==> src/hw/los_consts.svh <==
`ifndef LOS_CONSTS_SVH
`define LOS_CONSTS_SVH

// register byte offsets
`define LOS_ADDR_CTRL 8'h00
`define LOS_ADDR_DAMP 8'h04
`define LOS_ADDR_START 8'h08
`define LOS_ADDR_END 8'h0C
`define LOS_ADDR_CAL1 8'h10
`define LOS_ADDR_CAL2 8'h14
`define LOS_ADDR_EMPTY 8'h18
`define LOS_ADDR_FULL 8'h1C
`define LOS_ADDR_TABLE 8'h20
`define LOS_ADDR_MEAS 8'h24
`define LOS_ADDR_STATUS 8'h28

// control register field positions
`define LOS_CTRL_SEL_LSB 0
`define LOS_CTRL_RANGE_BIT 3
`define LOS_CTRL_FAULT_LSB 4
`define LOS_CTRL_OPMODE_LSB 6
`define LOS_CTRL_R1_BIT 8
`define LOS_CTRL_R2_BIT 9
// table write: index field position
`define LOS_TABLE_IDX_LSB 16

// selector codes
`define LOS_SEL_LINEAR 3'h0
`define LOS_SEL_FACTORY 3'h2
`define LOS_SEL_MANUAL 3'h3
`define LOS_SEL_ERASE 3'h4
`define LOS_OPMODE_SWITCH 2'h2

// reset values (levels in tenths of a unit, damping in whole seconds)
`define LOS_RST_DAMP 7'h01
`define LOS_RST_START 16'h0000
`define LOS_RST_END 16'h03E8
`define LOS_RST_FULL 16'h03E8
`define LOS_RST_OPMODE 2'h1

// output fraction in permille of span
`define LOS_FRAC_SPAN 17'h003E8
`define LOS_FRAC_LOW 17'h1FF9C
`define LOS_FRAC_HIGH 17'h0044C
`define LOS_LEVEL_FULL 16'h03E8
`define LOS_TABLE_DEPTH 8

// analogue scaling: uA and mV per permille, live-zero offsets
`define LOS_UA_PER_0 17'h00014
`define LOS_UA_PER_1 17'h00010
`define LOS_UA_ZERO_1 17'h00FA0
`define LOS_MV_PER_0 17'h0000A
`define LOS_MV_PER_1 17'h00008
`define LOS_MV_ZERO_1 17'h007D0

// timing: damping tick of 10 ms at 10 ns clock
`define LOS_CLK_NS 10
`define LOS_TICK_NS 10000000
`define LOS_TICK_CYCLES (`LOS_TICK_NS / `LOS_CLK_NS)
`define LOS_TICKS_PER_S 14'h0064

`endif

==> src/hw/los_pkg.sv <==
package los_pkg;

  // first member is the msb: selector lands in bits 2:0, relay two in bit 9
  typedef struct packed {
    logic relay_two_fault_response;
    logic relay_one_fault_response;
    logic [1:0] op_mode;
    logic [1:0] fault_mode;
    logic range_sel;
    logic [2:0] lin_sel;
  } los_ctrl_t;

  typedef struct packed {
    logic [7:0] factory_table_indicator;
    logic [7:0] table_valid;
    logic fault_active;
    logic warning_field;
  } los_status_t;

endpackage

==> src/hw/los_damper.sv <==
`timescale 1ns/100ps
`include "los_consts.svh"

module los_damper (
  input wire logic pclk,
  input wire logic presetn,
  input wire logic tick,
  input wire logic hold,
  input wire logic [6:0] damp_s,
  input wire logic signed [16:0] x,
  output logic signed [16:0] y
);

  logic signed [16:0] y_r;
  logic signed [16:0] y_nxt;
  logic signed [17:0] diff;
  logic signed [17:0] step;
  logic [13:0] div;

  // first-order lag: each tick close 1/(time*ticks) of the gap
  always_comb begin
    div = 14'(damp_s * `LOS_TICKS_PER_S);
    diff = 18'(x) - 18'(y_r);
    step = diff / $signed({4'h0, div});
    if (step == 18'h00000 && diff != 18'h00000) begin
      step = diff[17] ? 18'h3FFFF : 18'h00001; // never stall short of target
    end
    y_nxt = y_r;
    if (hold) begin
      y_nxt = y_r;
    end else if (damp_s == 7'h00) begin
      y_nxt = x; // RULE9
    end else if (tick) begin
      y_nxt = 17'(18'(y_r) + step); // RULE9
    end
  end

  always_ff @(posedge pclk or negedge presetn) begin
    if (!presetn) begin
      y_r <= 17'h00000;
    end else begin
      y_r <= y_nxt;
    end
  end

  assign y = y_r;

endmodule

==> src/hw/los_top.sv <==
// Contract
// [RULE1] selector 0: linear level, drop volume; code still scales selector 0 by the empty/full values
// [RULE2] selector 2: factory table applied
// [RULE3] factory indicator nonzero when stored, else 0
// [RULE4] writing 4 erases manual table
// [RULE5] erase spares cylinder and factory tables
// [RULE6] drive voltage and current from measured value
// [RULE7] limit-switch mode disables analogue output
// [RULE8] range 0: 0-20mA/0-10V, 1: 4-20mA/2-10V
// [RULE9] damping filters outputs and display
// [RULE10] start maps low end, end maps 20mA
// [RULE11] arbitrary start and end values accepted
// [RULE12] start above end: warning, alarm blinks
// [RULE13] swapped converter calibration reverses outputs
// [RULE14] fault: -10%, +110% or hold
// [RULE15] relay response 1 follows analogue fault
// [RULE16] hold: alarm trips, outputs look normal
// [RULE17] proportional volume from empty/full values
// [RULE18] selector 3: manual table active
// [RULE19] interpolate, clamp to span, then damp
`timescale 1ns/100ps
`include "los_consts.svh"

module los_top #(
  parameter int TICK_CYCLES = `LOS_TICK_CYCLES
) (
  input wire logic pclk,
  input wire logic presetn,
  input wire logic psel,
  input wire logic penable,
  input wire logic pwrite,
  input wire logic [7:0] paddr,
  input wire logic [31:0] pwdata,
  output logic [31:0] prdata,
  output logic pready,
  output logic pslverr,
  input wire logic signed [15:0] level_in,
  input wire logic fault_detected,
  input wire logic [7:0] factory_id,
  input wire logic signed [15:0] factory_value,
  output logic signed [16:0] current_ua,
  output logic signed [16:0] voltage_mv,
  output logic analog_enable,
  output logic signed [16:0] display_value,
  output logic alarm_relay_trip,
  output logic alarm_led,
  output logic relay_one_follow,
  output logic relay_two_follow
);

  // lerp: a + (b-a)*num/den, shared by volume and span scaling
  function automatic logic signed [16:0] lerp(input logic signed [16:0] a, input logic signed [16:0] b,
                                                input logic signed [16:0] num, input logic signed [16:0] den);
    logic signed [35:0] prod;
    prod = 36'(b - a) * 36'(num);
    if (den == 17'h00000) begin
      lerp = a;
    end else begin
      lerp = 17'(36'(a) + prod / 36'(den));
    end
  endfunction

  los_pkg::los_ctrl_t ctrl_r, ctrl_nxt;
  logic [6:0] damp_r, damp_nxt;
  logic signed [15:0] start_r, start_nxt, end_r, end_nxt;
  logic signed [15:0] cal1_r, cal1_nxt, cal2_r, cal2_nxt;
  logic signed [15:0] empty_r, empty_nxt, full_r, full_nxt;
  logic signed [15:0] table_r [`LOS_TABLE_DEPTH];
  logic signed [15:0] table_nxt [`LOS_TABLE_DEPTH];
  logic [7:0] tvalid_r, tvalid_nxt;
  logic [31:0] prdata_r, prdata_nxt;
  logic pslverr_r, pslverr_nxt;
  logic wr_en, setup;
  los_pkg::los_status_t status;

  assign setup = psel && !penable;
  assign wr_en = psel && penable && pwrite;

  // register writes land in the access phase, zero wait states
  always_comb begin
    ctrl_nxt = ctrl_r;
    damp_nxt = damp_r;
    start_nxt = start_r;
    end_nxt = end_r;
    cal1_nxt = cal1_r;
    cal2_nxt = cal2_r;
    empty_nxt = empty_r;
    full_nxt = full_r;
    tvalid_nxt = tvalid_r;
    for (int i = 0; i < `LOS_TABLE_DEPTH; i++) begin
      table_nxt[i] = table_r[i];
    end
    if (wr_en) begin
      case (paddr)
        `LOS_ADDR_CTRL: begin
          ctrl_nxt = los_pkg::los_ctrl_t'(pwdata[9:0]);
          if (pwdata[2:0] == `LOS_SEL_ERASE) begin
            // erase only touches the manual table; selection unchanged
            ctrl_nxt.lin_sel = ctrl_r.lin_sel;
            tvalid_nxt = 8'h00; // RULE4 RULE5
            for (int i = 0; i < `LOS_TABLE_DEPTH; i++) begin
              table_nxt[i] = 16'h0000; // RULE4
            end
          end
        end
        `LOS_ADDR_DAMP: damp_nxt = (pwdata[6:0] > 7'h64) ? 7'h64 : pwdata[6:0]; // RULE9
        `LOS_ADDR_START: start_nxt = pwdata[15:0]; // RULE11
        `LOS_ADDR_END: end_nxt = pwdata[15:0]; // RULE11
        `LOS_ADDR_CAL1: cal1_nxt = pwdata[15:0];
        `LOS_ADDR_CAL2: cal2_nxt = pwdata[15:0];
        `LOS_ADDR_EMPTY: empty_nxt = pwdata[15:0];
        `LOS_ADDR_FULL: full_nxt = pwdata[15:0];
        `LOS_ADDR_TABLE: begin
          table_nxt[pwdata[18:16]] = pwdata[15:0];
          tvalid_nxt[pwdata[18:16]] = 1'b1;
        end
        default: ;
      endcase
    end
  end

  always_ff @(posedge pclk or negedge presetn) begin
    if (!presetn) begin
      ctrl_r <= '{lin_sel: `LOS_SEL_LINEAR, range_sel: 1'b0, fault_mode: 2'h0, op_mode: `LOS_RST_OPMODE,
                  relay_one_fault_response: 1'b0, relay_two_fault_response: 1'b0};
      damp_r <= `LOS_RST_DAMP;
      start_r <= `LOS_RST_START;
      end_r <= `LOS_RST_END;
      cal1_r <= 16'h0000;
      cal2_r <= 16'h0000;
      empty_r <= 16'h0000;
      full_r <= `LOS_RST_FULL;
      tvalid_r <= 8'h00;
      for (int i = 0; i < `LOS_TABLE_DEPTH; i++) begin
        table_r[i] <= 16'h0000;
      end
    end else begin
      ctrl_r <= ctrl_nxt;
      damp_r <= damp_nxt;
      start_r <= start_nxt;
      end_r <= end_nxt;
      cal1_r <= cal1_nxt;
      cal2_r <= cal2_nxt;
      empty_r <= empty_nxt;
      full_r <= full_nxt;
      tvalid_r <= tvalid_nxt;
      for (int i = 0; i < `LOS_TABLE_DEPTH; i++) begin
        table_r[i] <= table_nxt[i];
      end
    end
  end

  // characteristic selection produces the shown measured value
  logic signed [15:0] lvl_clamp;
  logic [2:0] tidx;
  logic signed [16:0] meas_raw;
  logic signed [16:0] meas_damped;
  always_comb begin
    lvl_clamp = level_in;
    if (level_in < 16'sh0000) begin
      lvl_clamp = 16'h0000;
    end else if (level_in > $signed(`LOS_LEVEL_FULL)) begin
      lvl_clamp = `LOS_LEVEL_FULL;
    end
    tidx = 3'(({16'h0000, lvl_clamp} * 32'h8) / 32'h3E9); // coarse segment pick, step table
    case (ctrl_r.lin_sel)
      `LOS_SEL_FACTORY: meas_raw = 17'(factory_value); // RULE2
      `LOS_SEL_MANUAL: meas_raw = tvalid_r[tidx] ? 17'(table_r[tidx]) : 17'(level_in); // RULE18
      // proportional volume from the empty/full calibration values
      default: meas_raw = lerp(17'(empty_r), 17'(full_r), 17'(level_in), 17'(`LOS_LEVEL_FULL)); // RULE1 RULE17
    endcase
  end

  // span fraction in permille, clamped to the live range
  logic signed [16:0] frac_raw, frac_lin, frac_damped, frac_out;
  logic reversed, warn, hold_fault, out_fault;
  assign warn = start_r > end_r; // RULE12
  assign reversed = cal1_r > cal2_r; // swapped converter calibration
  assign hold_fault = fault_detected && ctrl_r.fault_mode == 2'h2; // RULE16
  assign out_fault = fault_detected && ctrl_r.fault_mode != 2'h2;
  always_comb begin
    frac_lin = lerp(17'h00000, `LOS_FRAC_SPAN, meas_raw - 17'(start_r), 17'(end_r) - 17'(start_r)); // RULE10 RULE19
    if (frac_lin < 17'sh00000) begin
      frac_lin = 17'h00000; // RULE19
    end else if (frac_lin > $signed(`LOS_FRAC_SPAN)) begin
      frac_lin = `LOS_FRAC_SPAN; // RULE19
    end
    frac_raw = reversed ? `LOS_FRAC_SPAN - frac_lin : frac_lin; // RULE13
  end

  // damping tick counter
  logic [31:0] tick_cnt_r, tick_cnt_nxt;
  logic tick;
  assign tick = tick_cnt_r == 32'(TICK_CYCLES - 1);
  always_comb begin
    tick_cnt_nxt = tick ? 32'h00000000 : tick_cnt_r + 32'h00000001;
  end

  // one filter for the outputs, one for the display
  los_damper u_damp_out (
    .pclk(pclk),
    .presetn(presetn),
    .tick(tick),
    .hold(out_fault),
    .damp_s(damp_r),
    .x(frac_raw),
    .y(frac_damped)
  );
  los_damper u_damp_disp (
    .pclk(pclk),
    .presetn(presetn),
    .tick(tick),
    .hold(1'b0),
    .damp_s(damp_r),
    .x(meas_raw),
    .y(meas_damped)
  );

  // fault value overrides damped fraction; hold keeps showing live data
  logic signed [16:0] cur_nxt, volt_nxt;
  logic en_nxt, led_nxt, blink_r, blink_nxt;
  always_comb begin
    case ({out_fault, ctrl_r.fault_mode})
      3'b100: frac_out = `LOS_FRAC_LOW; // RULE14
      3'b101: frac_out = `LOS_FRAC_HIGH; // RULE14
      default: frac_out = frac_damped; // RULE14 RULE16
    endcase
    if (ctrl_r.range_sel) begin
      cur_nxt = 17'(`LOS_UA_ZERO_1 + frac_out * `LOS_UA_PER_1); // RULE8 RULE6
      volt_nxt = 17'(`LOS_MV_ZERO_1 + frac_out * `LOS_MV_PER_1); // RULE8 RULE6
    end else begin
      cur_nxt = 17'(frac_out * `LOS_UA_PER_0); // RULE8 RULE6
      volt_nxt = 17'(frac_out * `LOS_MV_PER_0); // RULE8 RULE6
    end
    en_nxt = ctrl_r.op_mode != `LOS_OPMODE_SWITCH;
    if (!en_nxt) begin
      cur_nxt = 17'h00000; // RULE7
      volt_nxt = 17'h00000; // RULE7
    end
    blink_nxt = tick ? !blink_r : blink_r;
    led_nxt = fault_detected || (warn && blink_r); // RULE12 RULE16
  end

  logic signed [16:0] cur_r, volt_r, disp_r;
  logic en_r, led_r, trip_r, r1_r, r2_r;
  always_ff @(posedge pclk or negedge presetn) begin
    if (!presetn) begin
      tick_cnt_r <= 32'h00000000;
      cur_r <= 17'h00000;
      volt_r <= 17'h00000;
      disp_r <= 17'h00000;
      en_r <= 1'b0;
      led_r <= 1'b0;
      blink_r <= 1'b0;
      trip_r <= 1'b0;
      r1_r <= 1'b0;
      r2_r <= 1'b0;
    end else begin
      tick_cnt_r <= tick_cnt_nxt;
      cur_r <= cur_nxt;
      volt_r <= volt_nxt;
      disp_r <= meas_damped;
      en_r <= en_nxt;
      led_r <= led_nxt;
      blink_r <= blink_nxt;
      trip_r <= fault_detected; // RULE16
      r1_r <= fault_detected && ctrl_r.relay_one_fault_response; // RULE15
      r2_r <= fault_detected && ctrl_r.relay_two_fault_response; // RULE15
    end
  end

  // read data registered in setup so it is valid in the access phase
  always_comb begin
    status = '{factory_table_indicator: factory_id, table_valid: tvalid_r, // RULE3
               fault_active: fault_detected, warning_field: warn}; // RULE12
    prdata_nxt = prdata_r;
    pslverr_nxt = 1'b0;
    if (setup) begin
      pslverr_nxt = 1'b0;
      case (paddr)
        `LOS_ADDR_CTRL: prdata_nxt = {22'h000000, ctrl_r};
        `LOS_ADDR_DAMP: prdata_nxt = {25'h0000000, damp_r};
        `LOS_ADDR_START: prdata_nxt = {16'h0000, start_r};
        `LOS_ADDR_END: prdata_nxt = {16'h0000, end_r};
        `LOS_ADDR_CAL1: prdata_nxt = {16'h0000, cal1_r};
        `LOS_ADDR_CAL2: prdata_nxt = {16'h0000, cal2_r};
        `LOS_ADDR_EMPTY: prdata_nxt = {16'h0000, empty_r};
        `LOS_ADDR_FULL: prdata_nxt = {16'h0000, full_r};
        `LOS_ADDR_MEAS: prdata_nxt = {15'h0000, disp_r}; // RULE9
        `LOS_ADDR_STATUS: prdata_nxt = {14'h0000, status};
        `LOS_ADDR_TABLE: prdata_nxt = 32'h00000000; // write-only
        default: begin
          prdata_nxt = 32'h00000000;
          pslverr_nxt = 1'b1;
        end
      endcase
    end else if (psel && penable) begin
      pslverr_nxt = pslverr_r; // keep error through the access phase
    end
  end

  always_ff @(posedge pclk or negedge presetn) begin
    if (!presetn) begin
      prdata_r <= 32'h00000000;
      pslverr_r <= 1'b0;
    end else begin
      prdata_r <= prdata_nxt;
      pslverr_r <= pslverr_nxt;
    end
  end

  assign prdata = prdata_r;
  assign pslverr = pslverr_r;
  assign pready = 1'b1; // constant, no wait states
  assign current_ua = cur_r;
  assign voltage_mv = volt_r;
  assign analog_enable = en_r;
  assign display_value = disp_r;
  assign alarm_relay_trip = trip_r;
  assign alarm_led = led_r;
  assign relay_one_follow = r1_r;
  assign relay_two_follow = r2_r;
endmodule

==> config.mk <==
export PLATFORM = sky130hd
export DESIGN_NAME = los_top
export DESIGN_NICKNAME = d
export VERILOG_FILES = /design/src/hw/los_pkg.sv /design/src/hw/los_damper.sv /design/src/hw/los_top.sv
export VERILOG_INCLUDE_DIRS = /design/src /design/src/hw
export SDC_FILE = /design/constraint.sdc
export NUM_CORES = 2
export LEC_CHECK = 0
export CAP_MARGIN = 20
export CORE_MARGIN = 2
export CORE_UTILIZATION = 70
export DETAILED_ROUTE_END_ITERATION = 7
export DONT_BUFFER_PORTS = 1
export GPL_TIMING_DRIVEN = 1
export PLACE_DENSITY = 0.91
export SETUP_SLACK_MARGIN = 0.05
export SYNTH_ARGS = -nofsm -noshare
export SYNTH_HDL_FRONTEND = slang
export SYNTH_SLANG_ARGS = --single-unit
==> constraint.sdc <==
create_clock -name pclk -period 627.9 [get_ports pclk]
set_clock_uncertainty 0.15 [all_clocks]
set_input_delay 62.79 -clock pclk [delete_from_list [all_inputs] [get_ports pclk]]
set_output_delay 62.79 -clock pclk [all_outputs]
set_load 0.005 [all_outputs]
==> impl_metrics.ini <==
[layout]
final_common_cell = a21oi_1
syn_to_final_growth_pct = 4.10
drive_gt1_share_pct = 6.46
multiInputGateArea_sq_um = 87900
register_area_sq_um = 9350
fill_cells = 11189
final_cell_mix = 1,442 x a21oi_1, 1,300 x nor2_1, 1,274 x ha_1, 1,004 x inv_1, 890 x nand2_1
finalNetCount = 15189

[job]
max_cap_viol_count = 0

[clock_network]
cts-htree-levels = 2
clock_sinks = 373
clk_pin_slew_ns = 0.07
postCtsSetupBuffers = 0
tritoncts = built
cts-resized-gates = 0
clk_path_buf_depth = 3
clk_latency_ns = 0.63
cts_root_buffer = clkbuf_16
ctsHoldBuffers = 0
cts_buffers = 40

[yosys]
seq_area_frac_synth_pct = 9.14
yosysUniqueCellTypes = 182
async_flop_share_pct = 100
yosysWarnings = 0
synth_ff_type = dfrtp_1
synthCells = 13566
synth.avg_cell_area_sq_um = 7.54
syn_area_sq_um = 102000
synth_edf_count = 0
synth-seq-cells = 373

[global_routing]
grt_use_met1_pct = 51.8
antenna_found_initial = 24
grt_max_degree = 374
grt.met3_usage_pct = 9.43
grt.total_usage_pct = 44.5
grt_use_met2_pct = 72.9
grt_remaining_overflow = 0
busiest_layer = met2
grt_pass1_wl_mm = 537
grt_pass1_vias = 101422

[status]
outcome = finished clean

[detailed_routing]
drtPass1Iterations = 7
wirelength_mm = 344
drt_iter0_markers = 9709
vias = 104552
via_per_inst = 6.76
drc = 0
drtAntennaViolNets = 0
wl_per_cell_um = 22.3

[critical_path]
crit_required_ns = 628.22
cp_max_fo = 58
criticalPathCategory = input port to register
cp_common_cell = a21oi_1
cp_slowest_cell = a221oi_1
cp.arrival_ns = 299.23
critPathCaptureType = register
critPathLaunch = level_in[1]
reg2reg_from = full_r[0]$_DFFE_PN0P_
slowest_delay_ns = 0.84
start_kind = input port

[timing]
finalCritPeriodShare_pct = 47.6
fmax_ghz = 0.00335
hold_violations = 0
relSlewSlack_pct = 9.07
tns_ns = 0
tightest_slew_ns = 1.36
finalCriticalPeriod_ns = 298.92
rsz0062_at_grt = false
setup_viol = 0
slew_viol_final = 0

[hold_path]
hp-start = u_damp_disp.y[2]$_DFFE_PN0N_
hold_path_class = register to register

[place]
gp_congestion = 1.02
port_buffers = 0
hpwl_mm = 272

[die]
initial_core_util_pct = 70.3
die_h_um = 386
num_rows = 140
dieWidth_um = 386
core_region_area_sq_um = 145000
die_area_sq_um = 149000
pin_count = 176
registers in the layout, summed over array words and instances, names as in the netlist, 2 cells and up:
signal and flops:
start_r 16, prdata 18, damp_r 7, empty_r 16, current_ua 14, ctrl_r 10, display_value 17, voltage_mv 2
cal2_r 16, end_r 16, tick_cnt_r 32, cal1_r 16, table_r 128, tvalid_r 8, u_damp_out.y 17, u_damp_disp.y 17
full_r 16
worst paths after layout:
check / endpoint / slack [ns] / cells past startpoint
hold reg to reg: display_value[2]$_DFF_PN0_ / 0.30 / 0
setup / recovery: u_damp_out.y[16]$_DFFE_PN0P_ / 328.98 / 816
hold / removal: display_value[2]$_DFF_PN0_ / 0.30 / 0
max in group asynchronous: tick_cnt_r[10]$_DFF_PN0_ / 564.74 / 0
setup reg to reg: u_damp_out.y[16]$_DFFE_PN0P_ / 387.44 / 1150
min in group asynchronous: prdata[3]$_DFFE_PN0P_ / 61.74 / 0
Yosys cell counts (41+ instances only):
| cell | n | area share [%] |
|---|---|---|
| a22oi_1 | 50 | 0.37 |
| nor2b_1 | 200 | 1.2 |
| inv_1 | 1004 | 3.7 |
| o21ai_1 | 69 | 0.34 |
| mux2_2 | 262 | 2.9 |
| buf_1 | 51 | 0.19 |
| and4_1 | 41 | 0.35 |
| buf_4 | 69 | 0.51 |
| o211ai_1 | 44 | 0.32 |
| nand2_1 | 892 | 3.3 |
| fa_1 | 339 | 6.6 |
| nand3_1 | 232 | 1.1 |
| dfrtp_1 | 359 | 8.8 |
| o21bai_1 | 359 | 2.6 |
| a21oi_1 | 1443 | 7.1 |
| a21o_1 | 359 | 2.6 |
| and3_1 | 100 | 0.61 |
| nor4_1 | 88 | 0.54 |
| nor2_1 | 1302 | 4.8 |
| buf_2 | 43 | 0.21 |
| a31oi_1 | 106 | 0.65 |
| or2_2 | 71 | 0.43 |
| xnor2_1 | 846 | 7.2 |
| o21a_1 | 355 | 2.6 |
| o21ai_0 | 504 | 2.5 |
| a22o_1 | 144 | 1.2 |
| clkbuf_1 | 335 | 1.2 |
| ha_1 | 1275 | 16 |
| and2_1 | 215 | 1.3 |
| nand4_1 | 154 | 0.94 |
| xor2_1 | 352 | 3.0 |
| nand2b_1 | 186 | 1.1 |
| mux2i_1 | 138 | 1.4 |
| o31ai_1 | 161 | 1.2 |
| or3_1 | 89 | 0.54 |
| nor3_1 | 410 | 2.0 |
| a211oi_1 | 75 | 0.55 |
stage by stage:
| step | worst slack, ns | hold slack (ns) | utilization, % | area [sq um] | instances |
|---|---|---|---|---|---|
| global route | 311.14 | 0.314 | 73.2 | 106000 | 15445 |
| floorplan | 363.44 | 0.243 | - | 103000 | 13779 |
| CTS | 332.37 | 0.292 | 73.1 | 106000 | 15427 |
| detailed placement | 332.87 | 0.281 | 72.1 | 105000 | 15353 |
| global placement | 339.43 | 0.278 | 72.0 | 105000 | 15349 |
| finish | 328.98 | 0.298 | 73.2 | 106000 | 15462 |
final cells by class:
cell class | instances | share of cell area, %
tap | 1917 | 2.25
inverter | 1010 | 3.56
multi-input combinational | 11879 | 82.6
antenna | 24 | 0.0564
clock buffer | 43 | 0.969
sequential | 373 | 8.78
clock inverter | 31 | 0.398
timing repair buffer | 185 | 1.41
kinds of logic after synthesis:
| family | count (synthesis) | synth area share, % |
|---|---|---|
| xor+xnor | 1212 | 10.5 |
| mux | 408 | 4.33 |
| flops | 373 | 9.14 |
| fa+ha+maj | 1622 | 22.3 |
| buf+inv | 1527 | 6.02 |
| compound gates | 4260 | 27.8 |
| simple gates | 4162 | 19.9 |
| other cells | 2 | 0.00734 |
per-layer routing:
metal / routed length [um] / up-vias / share of wire (%)
met5: 123 / - / 0.036
met4: 27400 / 16 / 8.0
met3: 31700 / 1515 / 9.2
met2: 155000 / 5189 / 45
met1: 130000 / 49344 / 38
li1: - / 48488 / -
worst max-delay path: cells and delay by family:
family,cells,cell delay [ns]
AOI/OAI and AO/OA,455,95.21
xor gates and xnor gates,20,5.85
adders and majority gates,50,18.35
buffers and inverters,44,8.10
muxes,7,2.61
and+or+nand+nor,240,45.06
Power is not shown: default switching activity piles up to over one toggle a cycle in this logic, so the estimate is an artifact.
